[src/pkg/pgdis_pkg.sv]
// package: register offsets, field positions and timing for the pg mask / discharge bank
// assumes: 8-bit register port, 20 MHz clock
`default_nettype none
package pgdis_pkg;
	localparam logic [7:0] OFS_MISC_PG   = 8'hac;
	localparam logic [7:0] OFS_TERM_DIS  = 8'had;
	localparam logic [7:0] OFS_AUX_CTRL  = 8'hae;
	// misc power-good mask bit positions
	localparam int OUT1_INPUT3_MASK = 7;
	localparam int OUT1_INPUT6_MASK = 6;
	localparam int OUT4_INPUT3_MASK = 5;
	localparam int OUT4_INPUT6_MASK = 4;
	localparam int OUT2_INPUT3_MASK = 3;
	localparam int OUT2_INPUT6_MASK = 2;
	localparam int OUT3_INPUT3_MASK = 1;
	localparam int OUT3_INPUT6_MASK = 0;
	// termination discharge select
	localparam int TERM_DISCHARGE_SEL = 4;
	// aux ldo register fields
	localparam int AUX_DIS_HI      = 7;
	localparam int AUX_DIS_LO      = 6;
	localparam int AUX_SHUTDOWN    = 5;
	localparam int AUX_VCODE_HI    = 4;
	localparam int AUX_VCODE_LO    = 1;
	localparam int AUX_ENABLE      = 0;
	// discharge resistance codes
	localparam logic [1:0] DIS_NONE = 2'h0;
	localparam logic [1:0] DIS_100  = 2'h1;
	localparam logic [1:0] DIS_200  = 2'h2;
	localparam logic [1:0] DIS_500  = 2'h3;
	// shutdown off period choices in ms, code chosen by otp
	localparam int OFF_MS_0 = 1;
	localparam int OFF_MS_1 = 5;
	localparam int OFF_MS_2 = 10;
	localparam int OFF_MS_3 = 100;
	localparam int CLK_HZ   = 20000000;
	localparam int CYC_PER_MS = CLK_HZ / 1000;
endpackage
`default_nettype wire

[src/rtl/off_timer.sv]
// off-period timer: counts whole milliseconds from a one-cycle start pulse
// assumes: ms_tick is a one-cycle enable from the caller's divider
`default_nettype none
module off_timer #(
	parameter int MAX_MS = 100
) (
	input  wire logic       clk,      // system clock
	input  wire logic       rst,      // sync reset, high
	input  wire logic       start,    // begin an off period
	input  wire logic       ms_tick,  // one pulse per millisecond
	input  wire logic [6:0] len_ms,   // period length in ms
	output logic            busy      // high while the period runs
);
	// the count register is seven bits wide, so longer periods cannot be served
	if (MAX_MS < 1 || MAX_MS > 127) begin : g_bad_max
		$error("off_timer: MAX_MS out of range");
	end

	logic [6:0] left_ff;

	// restart wins over a running count
	always_ff @(posedge clk) begin
		if (rst) begin
			left_ff <= 7'h00;
		end else if (start) begin
			left_ff <= len_ms;
		end else if (ms_tick && left_ff != 7'h00) begin
			left_ff <= left_ff - 7'h01;
		end
	end

	assign busy = (left_ff != 7'h00);
endmodule
`default_nettype wire

[src/rtl/pg_mask_discharge_ctrl_regs.sv]
// pg mask, termination discharge and aux ldo control registers with the logic they steer
// assumes: an 8-bit register port from the serial control block, otp values and raw pins
// Function
// misc bits 7,6 drop input 3 / input 6 from output 1 tree
// misc bits 5,4 drop input 3 / input 6 from output 4 tree
// misc bits 3,2 drop input 3 / input 6 from output 2 tree
// misc bits 1,0 drop input 3 / input 6 from output 3 tree
// termination bit 4: 0 no discharge, 1 selects 100 ohm path
// software writes reserved termination bits matching otp contents
// aux bits 7:6 choose discharge: none, 100, 200, 500 ohm
// shutdown-config 0: emergency shutdown turns aux off for otp period
// shutdown-config 1: aux follows only its enable bit
// sequenced aux ldo with unmerged b switches: control acts on switch b2
// aux bits 4:1 give the aux ldo output voltage code
// aux bit 0 enables ldo or switch b2 as otp selects
// reset loads all three registers from otp
// pg output asserts only when all unmasked inputs are good
`default_nettype none
module pg_mask_discharge_ctrl_regs (
	input  wire logic       clk,               // 20 MHz clock
	input  wire logic       rst,               // sync reset, high
	input  wire logic [7:0] reg_addr,          // register offset
	input  wire logic [7:0] reg_wdata,         // write data
	input  wire logic       reg_wr,            // write strobe
	output logic [7:0]      reg_rdata,         // read data, zero when unmapped
	input  wire logic [7:0] otp_misc_pg,       // otp reset value, mask register
	input  wire logic [7:0] otp_term_dis,      // otp reset value, termination register
	input  wire logic [7:0] otp_aux_ctrl,      // otp reset value, aux register
	input  wire logic [1:0] otp_off_sel,       // otp choice of off period
	input  wire logic       otp_aux_is_switch, // otp: aux output is load switch b2
	input  wire logic       otp_aux_in_seq,    // otp: aux ldo used in sequence
	input  wire logic       otp_b_merged,      // otp: switches b1 and b2 merged
	input  wire logic       control_input_3,   // pin, asynchronous
	input  wire logic       control_input_6,   // pin, asynchronous
	input  wire logic [3:0] tree_good,         // other pg sources per output, already masked
	input  wire logic       emergency_sd,      // emergency shutdown level, same domain
	output logic            pg_output_1,       // power good 1
	output logic            pg_output_2,       // power good 2
	output logic            pg_output_3,       // power good 3
	output logic            pg_output_4,       // power good 4
	output logic            termination_discharge_sel, // 100 ohm path on
	output logic [1:0]      aux_ldo_discharge_sel,     // discharge code
	output logic [3:0]      aux_ldo_voltage_code,      // voltage code
	output logic            aux_ldo_1_on,      // aux ldo enabled
	output logic            load_switch_b2_on  // switch b2 enabled
);
	logic [7:0] misc_ff;
	logic [7:0] term_ff;
	logic [7:0] aux_ff;
	logic [1:0] c3_sync_ff;
	logic [1:0] c6_sync_ff;
	logic [3:0] pg_ff;
	logic       sd_prev_ff;
	logic [14:0] div_ff;
	logic       ms_tick;
	logic       sd_start;
	logic       off_busy;
	logic [6:0] off_len;
	logic       aux_gate;
	logic       to_switch;
	logic       wr_misc;
	logic       wr_term;
	logic       wr_aux;
	logic [3:0] nxt_pg;

	// one tree: good when each input is either masked or high
	function automatic logic tree(input logic others, input logic m3, input logic m6,
		input logic i3, input logic i6);
		tree = others & (m3 | i3) & (m6 | i6);
	endfunction

	// write decode
	assign wr_misc = reg_wr && reg_addr == pgdis_pkg::OFS_MISC_PG;
	assign wr_term = reg_wr && reg_addr == pgdis_pkg::OFS_TERM_DIS;
	assign wr_aux  = reg_wr && reg_addr == pgdis_pkg::OFS_AUX_CTRL;

	// otp reset load
	// the reserved termination bits are stored as written; keeping them equal to otp is
	// software's duty, so hardware does not force them back
	always_ff @(posedge clk) begin
		if (rst) begin
			misc_ff <= otp_misc_pg;
			term_ff <= otp_term_dis;
			aux_ff  <= otp_aux_ctrl;
		end else begin
			if (wr_misc) misc_ff <= reg_wdata;
			if (wr_term) term_ff <= reg_wdata;
			if (wr_aux)  aux_ff  <= reg_wdata;
		end
	end

	// read mux, unmapped offsets read zero
	always_comb begin
		case (reg_addr)
			pgdis_pkg::OFS_MISC_PG:  reg_rdata = misc_ff;
			pgdis_pkg::OFS_TERM_DIS: reg_rdata = term_ff;
			pgdis_pkg::OFS_AUX_CTRL: reg_rdata = aux_ff;
			default:                 reg_rdata = 8'h00;
		endcase
	end

	// pin synchronisers
	always_ff @(posedge clk) begin
		if (rst) begin
			c3_sync_ff <= 2'h0;
			c6_sync_ff <= 2'h0;
		end else begin
			c3_sync_ff <= {c3_sync_ff[0], control_input_3};
			c6_sync_ff <= {c6_sync_ff[0], control_input_6};
		end
	end

	// power good trees
	// output 1 masks
	assign nxt_pg[0] = tree(tree_good[0], misc_ff[pgdis_pkg::OUT1_INPUT3_MASK],
		misc_ff[pgdis_pkg::OUT1_INPUT6_MASK], c3_sync_ff[1], c6_sync_ff[1]);
	// output 2 masks
	assign nxt_pg[1] = tree(tree_good[1], misc_ff[pgdis_pkg::OUT2_INPUT3_MASK],
		misc_ff[pgdis_pkg::OUT2_INPUT6_MASK], c3_sync_ff[1], c6_sync_ff[1]);
	// output 3 masks
	assign nxt_pg[2] = tree(tree_good[2], misc_ff[pgdis_pkg::OUT3_INPUT3_MASK],
		misc_ff[pgdis_pkg::OUT3_INPUT6_MASK], c3_sync_ff[1], c6_sync_ff[1]);
	// output 4 masks
	assign nxt_pg[3] = tree(tree_good[3], misc_ff[pgdis_pkg::OUT4_INPUT3_MASK],
		misc_ff[pgdis_pkg::OUT4_INPUT6_MASK], c3_sync_ff[1], c6_sync_ff[1]);

	// registered so outputs do not glitch while masks change
	always_ff @(posedge clk) begin
		if (rst) pg_ff <= 4'h0;
		else     pg_ff <= nxt_pg;
	end
	assign pg_output_1 = pg_ff[0];
	assign pg_output_2 = pg_ff[1];
	assign pg_output_3 = pg_ff[2];
	assign pg_output_4 = pg_ff[3];

	// termination discharge
	assign termination_discharge_sel = term_ff[pgdis_pkg::TERM_DISCHARGE_SEL];
	// aux discharge code
	assign aux_ldo_discharge_sel = aux_ff[pgdis_pkg::AUX_DIS_HI:pgdis_pkg::AUX_DIS_LO];
	// voltage code
	assign aux_ldo_voltage_code = aux_ff[pgdis_pkg::AUX_VCODE_HI:pgdis_pkg::AUX_VCODE_LO];

	// millisecond divider
	assign ms_tick = (div_ff == 15'(pgdis_pkg::CYC_PER_MS - 1));
	always_ff @(posedge clk) begin
		if (rst || ms_tick) div_ff <= 15'h0000;
		else                div_ff <= div_ff + 15'h0001;
	end

	// shutdown edge starts the off period
	always_ff @(posedge clk) begin
		if (rst) sd_prev_ff <= 1'b0;
		else     sd_prev_ff <= emergency_sd;
	end
	// off period only when config bit clear
	assign sd_start = emergency_sd && !sd_prev_ff && !aux_ff[pgdis_pkg::AUX_SHUTDOWN];

	// otp picks one of four lengths
	always_comb begin
		case (otp_off_sel)
			2'h0:    off_len = 7'(pgdis_pkg::OFF_MS_0);
			2'h1:    off_len = 7'(pgdis_pkg::OFF_MS_1);
			2'h2:    off_len = 7'(pgdis_pkg::OFF_MS_2);
			default: off_len = 7'(pgdis_pkg::OFF_MS_3);
		endcase
	end

	off_timer #(.MAX_MS(pgdis_pkg::OFF_MS_3)) u_off (
		.clk     (clk),
		.rst     (rst),
		.start   (sd_start),
		.ms_tick (ms_tick),
		.len_ms  (off_len),
		.busy    (off_busy)
	);

	// with config bit set, only the enable bit counts
	// enable bit drives the chosen output
	assign aux_gate = aux_ff[pgdis_pkg::AUX_ENABLE] &&
		(aux_ff[pgdis_pkg::AUX_SHUTDOWN] || !off_busy);
	// sequenced ldo with unmerged switches: control goes to b2
	assign to_switch = otp_aux_is_switch || (otp_aux_in_seq && !otp_b_merged);
	assign aux_ldo_1_on = aux_gate && !to_switch;
	assign load_switch_b2_on = aux_gate && to_switch;

	// output 1 follows an unmasked input 3 being low
	AST_OUT1_MASK3: assert property (@(posedge clk) disable iff (rst)
		(misc_ff[pgdis_pkg::OUT1_INPUT3_MASK] == 1'b0 && c3_sync_ff[1] == 1'b0)
		|=> !pg_output_1)
		else $error("output 1 high with unmasked input 3 low");
	AST_OUT4_MASK6: assert property (@(posedge clk) disable iff (rst)
		(!misc_ff[pgdis_pkg::OUT4_INPUT6_MASK] && !c6_sync_ff[1]) |=> !pg_output_4)
		else $error("output 4 high with unmasked input 6 low");
	AST_OUT2_ALLMASK: assert property (@(posedge clk) disable iff (rst)
		(misc_ff[pgdis_pkg::OUT2_INPUT3_MASK] && misc_ff[pgdis_pkg::OUT2_INPUT6_MASK])
		|=> pg_output_2 == $past(tree_good[1]))
		else $error("output 2 not equal to other sources with both masked");
	AST_OUT3_GOOD: assert property (@(posedge clk) disable iff (rst)
		(tree_good[2] && c3_sync_ff[1] && c6_sync_ff[1]) |=> pg_output_3)
		else $error("output 3 low with all inputs good");
	AST_TERM_DIS: assert property (@(posedge clk) disable iff (rst)
		wr_term |=> termination_discharge_sel ==
		$past(reg_wdata[pgdis_pkg::TERM_DISCHARGE_SEL]))
		else $error("termination discharge did not follow write");
	AST_AUX_DIS: assert property (@(posedge clk) disable iff (rst)
		wr_aux |=> aux_ldo_discharge_sel ==
		$past(reg_wdata[pgdis_pkg::AUX_DIS_HI:pgdis_pkg::AUX_DIS_LO]))
		else $error("aux discharge code did not follow write");
	AST_SD_OFF: assert property (@(posedge clk) disable iff (rst)
		sd_start |=> aux_ff[pgdis_pkg::AUX_SHUTDOWN] || (!aux_ldo_1_on && !load_switch_b2_on))
		else $error("aux output stayed on after shutdown");
	AST_SD_IGNORE: assert property (@(posedge clk) disable iff (rst)
		aux_ff[pgdis_pkg::AUX_SHUTDOWN] |->
		((aux_ldo_1_on || load_switch_b2_on) == aux_ff[pgdis_pkg::AUX_ENABLE]))
		else $error("aux output not following enable bit");
	AST_ROUTE: assert property (@(posedge clk) disable iff (rst)
		(otp_aux_in_seq && !otp_b_merged) |-> !aux_ldo_1_on)
		else $error("control routed to ldo instead of switch b2");
	AST_VCODE: assert property (@(posedge clk) disable iff (rst)
		wr_aux |=> aux_ldo_voltage_code ==
		$past(reg_wdata[pgdis_pkg::AUX_VCODE_HI:pgdis_pkg::AUX_VCODE_LO]))
		else $error("voltage code did not follow write");
	AST_EN_OFF: assert property (@(posedge clk) disable iff (rst)
		!aux_ff[pgdis_pkg::AUX_ENABLE] |-> !aux_ldo_1_on && !load_switch_b2_on)
		else $error("aux output on while disabled");
	AST_OTP_LOAD: assert property (@(posedge clk)
		rst |=> misc_ff == $past(otp_misc_pg) && term_ff == $past(otp_term_dis) &&
		aux_ff == $past(otp_aux_ctrl))
		else $error("registers not loaded from otp");
	AST_PG_ALL: assert property (@(posedge clk) disable iff (rst)
		!tree_good[0] |=> !pg_output_1)
		else $error("output 1 high with other source bad");
endmodule
`default_nettype wire

[config.mk]
export PLATFORM = sky130hd
export DESIGN_NAME = pg_mask_discharge_ctrl_regs
export DESIGN_NICKNAME = d
export VERILOG_FILES = /design/src/pkg/pgdis_pkg.sv /design/src/rtl/off_timer.sv /design/src/rtl/pg_mask_discharge_ctrl_regs.sv
export SDC_FILE = /design/constraint.sdc
export NUM_CORES = 1
export LEC_CHECK = 0
export BUFFER_PORTS_ARGS = -buffer_cell sky130_fd_sc_hd__buf_2
export CAP_MARGIN = 20
export CORE_MARGIN = 2
export CORE_UTILIZATION = 55
export DETAILED_ROUTE_END_ITERATION = 7
export PLACE_DENSITY = 0.88
export SYNTH_ARGS = -nofsm -noshare
export SYNTH_HDL_FRONTEND = slang
export SYNTH_SLANG_ARGS = --single-unit
[constraint.sdc]
create_clock -name clk -period 4.75 [get_ports clk]
set_clock_uncertainty 0.05 [all_clocks]
set_input_delay 0.475 -clock clk [delete_from_list [all_inputs] [get_ports clk]]
set_output_delay 0.475 -clock clk [all_outputs]
set_load 0.01 [all_outputs]
==> results of run 1 <==
-- final cells by class --
cell class | instances | share of cell area
Clock inverter | 2 | 0.00392
Multi-Input combinational cell | 217 | 0.403
Timing Repair Buffer | 75 | 0.118
Inverter | 5 | 0.00588
Tap cell | 67 | 0.0263
Sequential cell | 55 | 0.420
Clock buffer | 6 | 0.0227
-- sequential cells by signal, indices dropped and copies added (netlist names) --
signal / count
pg_ff: 4
sd_prev_ff: 1
aux_ff: 8
div_ff: 15
u_off.left_ff: 7
misc_ff: 8
c3_sync_ff: 2
c6_sync_ff: 2
term_ff: 8
-- per-layer routing --
metal / GRT usage / vias up
met4: 0.0615 / 0
li1: - / 1163
met1: 0.263 / 1066
met2: 0.355 / 79
met3: 0.0469 / 11
met5: 0 / -
-- worst paths after layout --
kind / start / to / depth (start not counted) / slack, ps
setup / recovery: u_off.left_ff[0] / load_switch_b2_on / 7 / 2250
hold / removal: control_input_3 / c3_sync_ff[0] / 2 / 320
setup reg to reg: div_ff[0] / u_off.left_ff[2] / 5 / 2670
hold reg to reg: c6_sync_ff[0] / c6_sync_ff[1] / 1 / 410
-- through the flow --
step | instance area (um2) | total power [mW] | cells | hold slack, ps
3_3_place_gp | 3110 | 0.668 | 419 | 393
3_5_place_dp | 3110 | 0.672 | 419 | 393
5_1_grt | 3190 | 0.952 | 427 | 314
2_1_floorplan | 2750 | 0.628 | 296 | 364
6_report | 3190 | 0.911 | 427 | 322
4_1_cts | 3190 | 0.915 | 427 | 318
-- kinds of logic (layout without fill, tap and decap cells) --
group                      count (synthesis)  after routing
AOI/OAI and AO/OA                         31             31
xor gates and xnor gates                  13             13
adders and majority gates                  3              3
buffers and inverters                     24             88
DFF                                       55             55
muxes                                      9              9
and+or+nand+nor                          161            161
-- placed cells by master, fill, tap and decap left out, drive strengths merged, types with 2 or more instances in the layout --
| cell | instances |
|---|---|
| nor4 | 5 |
| nand2b | 8 |
| nor2b | 7 |
| nor3 | 6 |
| nand2 | 56 |
| dfxtp | 31 |
| a21o | 4 |
| nand3 | 7 |
| xor2 | 7 |
| o22ai | 4 |
| or4 | 5 |
| and2 | 2 |
| and4 | 5 |
| nor2 | 38 |
| buf | 75 |
| clkbuf | 6 |
| a31oi | 3 |
| nand4b | 2 |
| nor3b | 9 |
| ha | 3 |
| o31ai | 2 |
| nand4 | 6 |
| inv | 5 |
| edfxtp | 24 |
| xnor2 | 6 |
| mux2i | 9 |
| a21oi | 10 |
-- worst register-to-register path, delay by kind of cell (launching register included) --
kind | cells | cell delay, ps
AO/OA/AOI/OAI | 1 | 250
adder cells (fa/ha/maj) | 1 | 220
flip-flops | 1 | 380
AND/OR/NAND/NOR | 3 | 1100
-- where the power goes --
| group | total, mW | internal [mW] | leakage [nW] | switching, mW |
|---|---|---|---|---|
| Clock | 0.249 | 0.103 | 0.0412 | 0.146 |
| Combinational | 0.120 | 0.0542 | 0.852 | 0.0661 |
| Sequential | 0.541 | 0.525 | 0.487 | 0.0166 |
==> flow_summary.ini, run 1 <==
[outcome]
status = completed

[yosys]
post_synth_mux_area_share = 0.0328
synth_top_area_share = 0.262
yosysMostFrequentCell = nand2_1
async_flop_share = 0
ys_top_cells_by_count = nand2_1, nor2_1, dfxtp_1
synthXorXnorAreaFrac = 0.0414
synth_compound_area_frac = 0.0747
yosysTopAreaCell = edfxtp_1
synth_top_family_by_area = simple AND/OR/NAND/NOR gates
yosys_warnings = 0
ys.flop_type = dfxtp_1
syn_nets = 354
ys_seq_area_frac = 0.488
synth.area.top_cells = edfxtp_1, dfxtp_1, nand2_1
synthAdderAreaFrac = 0.0137
yosysUniqueCellTypes = 46
synth_edf_count = 24
syn_area_per_cell_um2 = 9.28
yosys.area_share.simple = 0.306
netlist_area_um2 = 2750
synth_cells = 296
ys_seq_elements = 55

[detailed_routing]
drt-total-wl_um = 5690
routed-wl-met2_um = 2760
route.detailed.drc = 0
vias = 2319
m1WireLength_um = 2450
drtPass1Iterations = 4
antenna_left = 0
drtIter0Drc = 231
routedWlPerCell_um = 13.3
via_per_inst = 5.43
routed-wl-met3_um = 388
top_layer = met4

[sta]
finalHoldViolCount = 0
rsz0062_at_grt = false
timing.fmax_mhz = 399
setup_viol = 0
maxSlewViolCount = 0
fin_crit_sh = 0.527
fin_setup_tns_ps = 0
max_slew_margin = 0.332
fin_crit_ps = 2500
tightest_slew_ps = 1000
finalWorstSetupSlack_ps = 2250

[setup_path]
crit_buf_inv = 2
cp_slowest_cell = and2_0
critPathLaunchType = flop
arrival_ps = 1980
cp_top_family = simple AND/OR/NAND/NOR gates
worstPathCellList = inv_1 > ha_1 > nor2b_1 > and2_0 > o21ai_0 > o21ba_2 > buf_2
crit_fanout = 6
crit_type = reg2out
cpPeakStageDelay_ps = 350
worstPathRequired_ps = 4220
end_kind = output pin

[clock_tree]
cts.clk_slew.worst_paths_ps = 90
numCtsBuffers = 5
cts.sink_count = 55
clock-root-buffer = clkbuf_8
clock_latency_ps = 310
cts_setup_buffers = 0
cts-hold-fix-buffers = 0
cts_tree = yes
clk_path_buf_depth = 2
h-tree-depth = 2
cts_resized = 0

[floorplanning]
core_area_um2 = 4790
initial_utilization = 0.574
die_w_um = 74.7
die-height_um = 74.7
ioPinCount = 76
dieArea_um2 = 5580
rows = 25

[global_routing]
grt_pass1_wl_um = 8740
grt_use_total = 0.207
gr-total-overflow = 0
grt_pass1_vias = 2047
antenna_found_initial = 0
grt_max_degree = 59

[place]
dpl.hpwl_um = 4250
place_ws_ps = 2450
io_buffers = 75
place.gp.congestion = 0.868

[flow_run]
drv_cap = 0

[pwr]
total_leakage_power_nw = 1.38
p_per_area_nw_per_um2 = 285
vdd_drop_max_v = 0.000161

[final_layout]
multi_input_area_um2 = 1290
drive_gt1_frac = 0.250
postLayoutCoreUtil = 0.667
area_delta_synth_final_pct = 16.2
antenna_cells = 0
seq_area_um2 = 1340
fill_cells = 376
nets = 417

[worst_hold_path]
hold_class = in2reg
Power figures use the tool's default switching activity.
==> run 2, diff against run 1 <==
- CORE_UTILIZATION: 55 -> 52
- PLACE_DENSITY: 0.88 -> 0.84
- clock period: 4.75 -> 2.4 ns (I/O delays scaled with it)
==> flow_summary.ini, run 2 (synthesized netlist as in run 1, its figures left out) <==
[final_layout]
drive_gt1_frac = 0.259
nets = 420
layout_commonest_cell = buf_2
postLayoutCoreUtil = 0.635
antenna_cells = 0
area_delta_synth_final_pct = 18.1
regMostFlops = div_ff
fin_cells = 433
largest_reg_flops = 15
final_cell_mix = buf_2, nand2_1, nor2_1

[global_routing]
grt_max_degree = 25
antenna_found_initial = 0
grt_pass1_wl_um = 9600
grt_use_total = 0.203
gr-total-overflow = 0
grt_pass1_vias = 2111

[setup_path]
end_kind = output pin
critPathLaunchType = flop
crit_fanout = 6
startpoint = u_off.left_ff[1]
cp_slowest_cell = dfxtp_1
arrival_ps = 1960
crit_type = reg2out
cpPeakStageDelay_ps = 400
r2r_cells = 5
r2r_start = div_ff[0]
rrSetupSlack_ps = 320
cp_top_family = compound AO/OA/AOI/OAI gates
timing.rr.end = u_off.left_ff[2]
worstPathCellList = inv_1 > ha_1 > nor2b_1 > and2_1 > o21ai_0 > o21ba_2 > buf_2
worstPathRequired_ps = 2110
crit_buf_inv = 2

[floorplanning]
rows = 26
core_area_um2 = 5110
die-height_um = 76.7
ioPinCount = 76
die_w_um = 76.7
dieArea_um2 = 5880
initial_utilization = 0.538

[place]
io_buffers = 75
dpl.cell_count = 425
dpl.hpwl_um = 4500
place.gp.congestion = 0.884

[pwr]
p_clk_frac = 0.315
swShare = 0.240
p_per_area_nw_per_um2 = 592
pwr-share-comb = 0.128
total_leakage_power_nw = 1.41
p_switching_uw = 462
vdd_drop_max_v = 0.000400
p_int_mw = 1.46
finalPower_mw = 1.92
power_frac_seq = 0.557

[sta]
setup_viol = 0
fin_crit_sh = 0.936
fin_crit_ps = 2250
max_slew_margin = 0.638
tightest_slew_ps = 541
finalHoldViolCount = 0
fin_setup_tns_ps = 0
timing.fmax_mhz = 445
rsz0062_at_grt = false
maxSlewViolCount = 0

[clock_tree]
cts-hold-fix-buffers = 0
h-tree-depth = 2
cts.sink_count = 55
clock-root-buffer = clkbuf_8
cts_tree = yes
clock_latency_ps = 300
cts.clk_slew.worst_paths_ps = 90
numCtsBuffers = 5
cts_setup_buffers = 0
clk_path_buf_depth = 2

[detailed_routing]
route.detailed.drc = 0
via_per_inst = 5.36
drtIter0Drc = 155
routedWlPerCell_um = 13.8
vias = 2319
antenna_left = 0
drtPass1Iterations = 4
drt-total-wl_um = 5970

[outcome]
status = completed

[worst_hold_path]
hold_end = c6_sync_ff[0]
hold_class = in2reg
min_delay_path_depth = 2
holdCritStartpoint = control_input_6

[flow_run]
drv_cap = 0
run 2: changes by cell type in the layout (fill, tap and decap cells not counted):
cell and delta:
clkinv_4 +1, and2_0 -1, buf_4 +3, and2_1 +1, clkinvlp_4 -1, clkbuf_1 -1
bufinv_16 +1
run 2: metrics by stage:
step / cell area [um2] / hold WS (ps) / setup WS [ps]
CTS: 3250 / 96.7 / 94.0
finish: 3250 / 93.7 / 153
floorplan: 2750 / 318 / 563
global placement: 3130 / 387 / 421
detailed placement: 3130 / 375 / 341
global route: 3250 / 98.3 / 2.44
run 2: worst max-delay path by stage:
stage                              to  slack (ps)  cells after the start
floorplan                  div_ff[10]         560                      8
CTS                 load_switch_b2_on          90                      7
global route        load_switch_b2_on           2                      7
global placement           misc_ff[4]         420                      5
finish              load_switch_b2_on         150                      7
detailed placement         misc_ff[2]         340                      5
run 2: layout make-up:
class	count	area, um2
fillers	433	1860
flip-flops and latches	55	1340
multi-input cells	217	1290
repair buffers	78	398
well taps	70	87.6
clock buffers	5	68.8
clock inverters	3	43.8
inverters	5	18.8
run 2: power groups by stage:
stage / clock [mW] / sequential (mW) / combinational, mW
global route: 0.651 / 1.08 / 0.276
global placement: 0 / 1.09 / 0.240
detailed placement: 0 / 1.09 / 0.245
finish: 0.605 / 1.07 / 0.246
CTS: 0.618 / 1.07 / 0.247
floorplan: 0 / 1.08 / 0.159
run 2: per-layer routing:
metal / part of all wire / global-route usage / vias up
met5: 0 / 0 / -
met1: 0.45 / 0.259 / 1072
li1: - / - / 1166
met3: 0.061 / 0.0471 / 7
met4: 0.011 / 0.0600 / 0
met2: 0.48 / 0.344 / 74
run 2: what timing repair did:
| item | in CTS | in global routing |
|---|---|---|
| setup endpoints to repair | 0 | 2 |
| resized for setup | 0 | 1 |
| hold endpoints to repair | 0 | 0 |
==> run 3, diff against run 2 <==
- MAX_ROUTING_LAYER: not set -> met4
==> flow_summary.ini, run 3 (synthesized netlist as in run 1, its figures left out) <==
[final_layout]
drive_gt1_frac = 0.256
largest_reg_flops = 15
regMostFlops = div_ff
nets = 420
area_delta_synth_final_pct = 17.9
layout_commonest_cell = buf_2
final_cell_mix = buf_2, nand2_1, nor2_1
antenna_cells = 0

[pwr]
p_per_area_nw_per_um2 = 591
total_leakage_power_nw = 1.41
vdd_drop_max_v = 0.000445

[detailed_routing]
vias = 2343
antenna_left = 0
drt-total-wl_um = 6090
drtIter0Drc = 130
drtPass1Iterations = 4
via_per_inst = 5.41
routedWlPerCell_um = 14.1
route.detailed.drc = 0

[global_routing]
antenna_found_initial = 0
grt_max_degree = 26
met3_usage = 0.0576
grt_use_total = 0.220
met1_usage = 0.266
grt_pass1_wl_um = 9920
busiest_layer = met2
grt_pass1_vias = 2175
gr-total-overflow = 0
grtUsageMet2 = 0.357

[clock_tree]
h-tree-depth = 2
cts.clk_slew.worst_paths_ps = 90
clk_path_buf_depth = 2
cts_resized = 0
cts_tree = yes
cts.sink_count = 55
clock_latency_ps = 310
cts_setup_buffers = 0
clock-root-buffer = clkbuf_8
cts-hold-fix-buffers = 0
numCtsBuffers = 5

[sta]
finalHoldViolCount = 0
fin_crit_ps = 2250
finalHoldWorstSlack_ps = 89.8
maxSlewViolCount = 0
fin_crit_sh = 0.937
fin_setup_tns_ps = 0
rsz0062_at_grt = false
setup_viol = 0
tightest_slew_ps = 571
max_slew_margin = 0.618
timing.fmax_mhz = 445

[setup_path]
arrival_ps = 1960
critPathLaunchType = flop
worstPathRequired_ps = 2110
startpoint = u_off.left_ff[0]
r2r_start = div_ff[0]
crit_type = reg2out
crit_fanout = 6
end_kind = output pin

[floorplanning]
dieArea_um2 = 5880
core_area_um2 = 5110
die_w_um = 76.7
initial_utilization = 0.538
ioPinCount = 76
rows = 26
die-height_um = 76.7

[worst_hold_path]
hold_class = in2reg
holdCritStartpoint = control_input_6

[outcome]
status = completed

[place]
io_buffers = 75
dpl.hpwl_um = 4580
place.gp.congestion = 0.931

[flow_run]
drv_cap = 0
[run 3: changes by cell type in the layout (fill, tap and decap cells not counted)]
cell	delta
o21ai_1	+1
clkinv_4	-1
o21ai_0	-1
clkinv_1	+1
and2_0	+1
and2_1	-1
[run 3: worst max-delay path: stages (launching register included)]
cell	delay [ps]
dfxtp_1	340
inv_1	100
ha_1	180
nor2b_1	190
and2_0	310
o21ai_1	140
o21ba_2	250
buf_2	120
[run 3: area by class of cell]
class	instances	area, um2
multi-input cells	217	1290
clock inverters	3	38.8
inverters	5	18.8
fillers	441	1870
well taps	70	87.6
flip-flops and latches	55	1340
clock buffers	5	68.8
repair buffers	78	398
[run 3: path summary, 6_finish.rpt]
path / to / slack (ps) / depth (start not counted)
hold reg to reg: c6_sync_ff[1] / 400 / 1
setup / recovery: load_switch_b2_on / 150 / 7
setup reg to reg: u_off.left_ff[2] / 370 / 5
hold / removal: c6_sync_ff[0] / 90 / 2
[run 3: report_power, final]
group | internal [mW] | switching (mW) | total, mW
logic | 0.111 | 0.136 | 0.247
clock network | 0.306 | 0.291 | 0.597
registers | 1.04 | 0.0331 | 1.07
total | 1.46 | 0.460 | 1.92
[run 3: per-stage QoR]
step                instance area (um2)  total power [mW]  setup WS, ps   util  std cells
global route                       3240              1.99          4.38  0.634        433
CTS                                3240              1.93          69.6  0.634        433
global placement                   3130              1.33           425  0.613        425
finish                             3240              1.92           152  0.634        433
detailed placement                 3130              1.34           338  0.613        425
floorplan                          2750              1.24           563      -        296
[run 3: metal layers]
metal | share of wire | vias to the layer above
li1 | - | 1163
met1 | 0.42 | 1083
met2 | 0.49 | 86
met3 | 0.068 | 11
met4 | 0.017 | 0
met5 | 0 | -
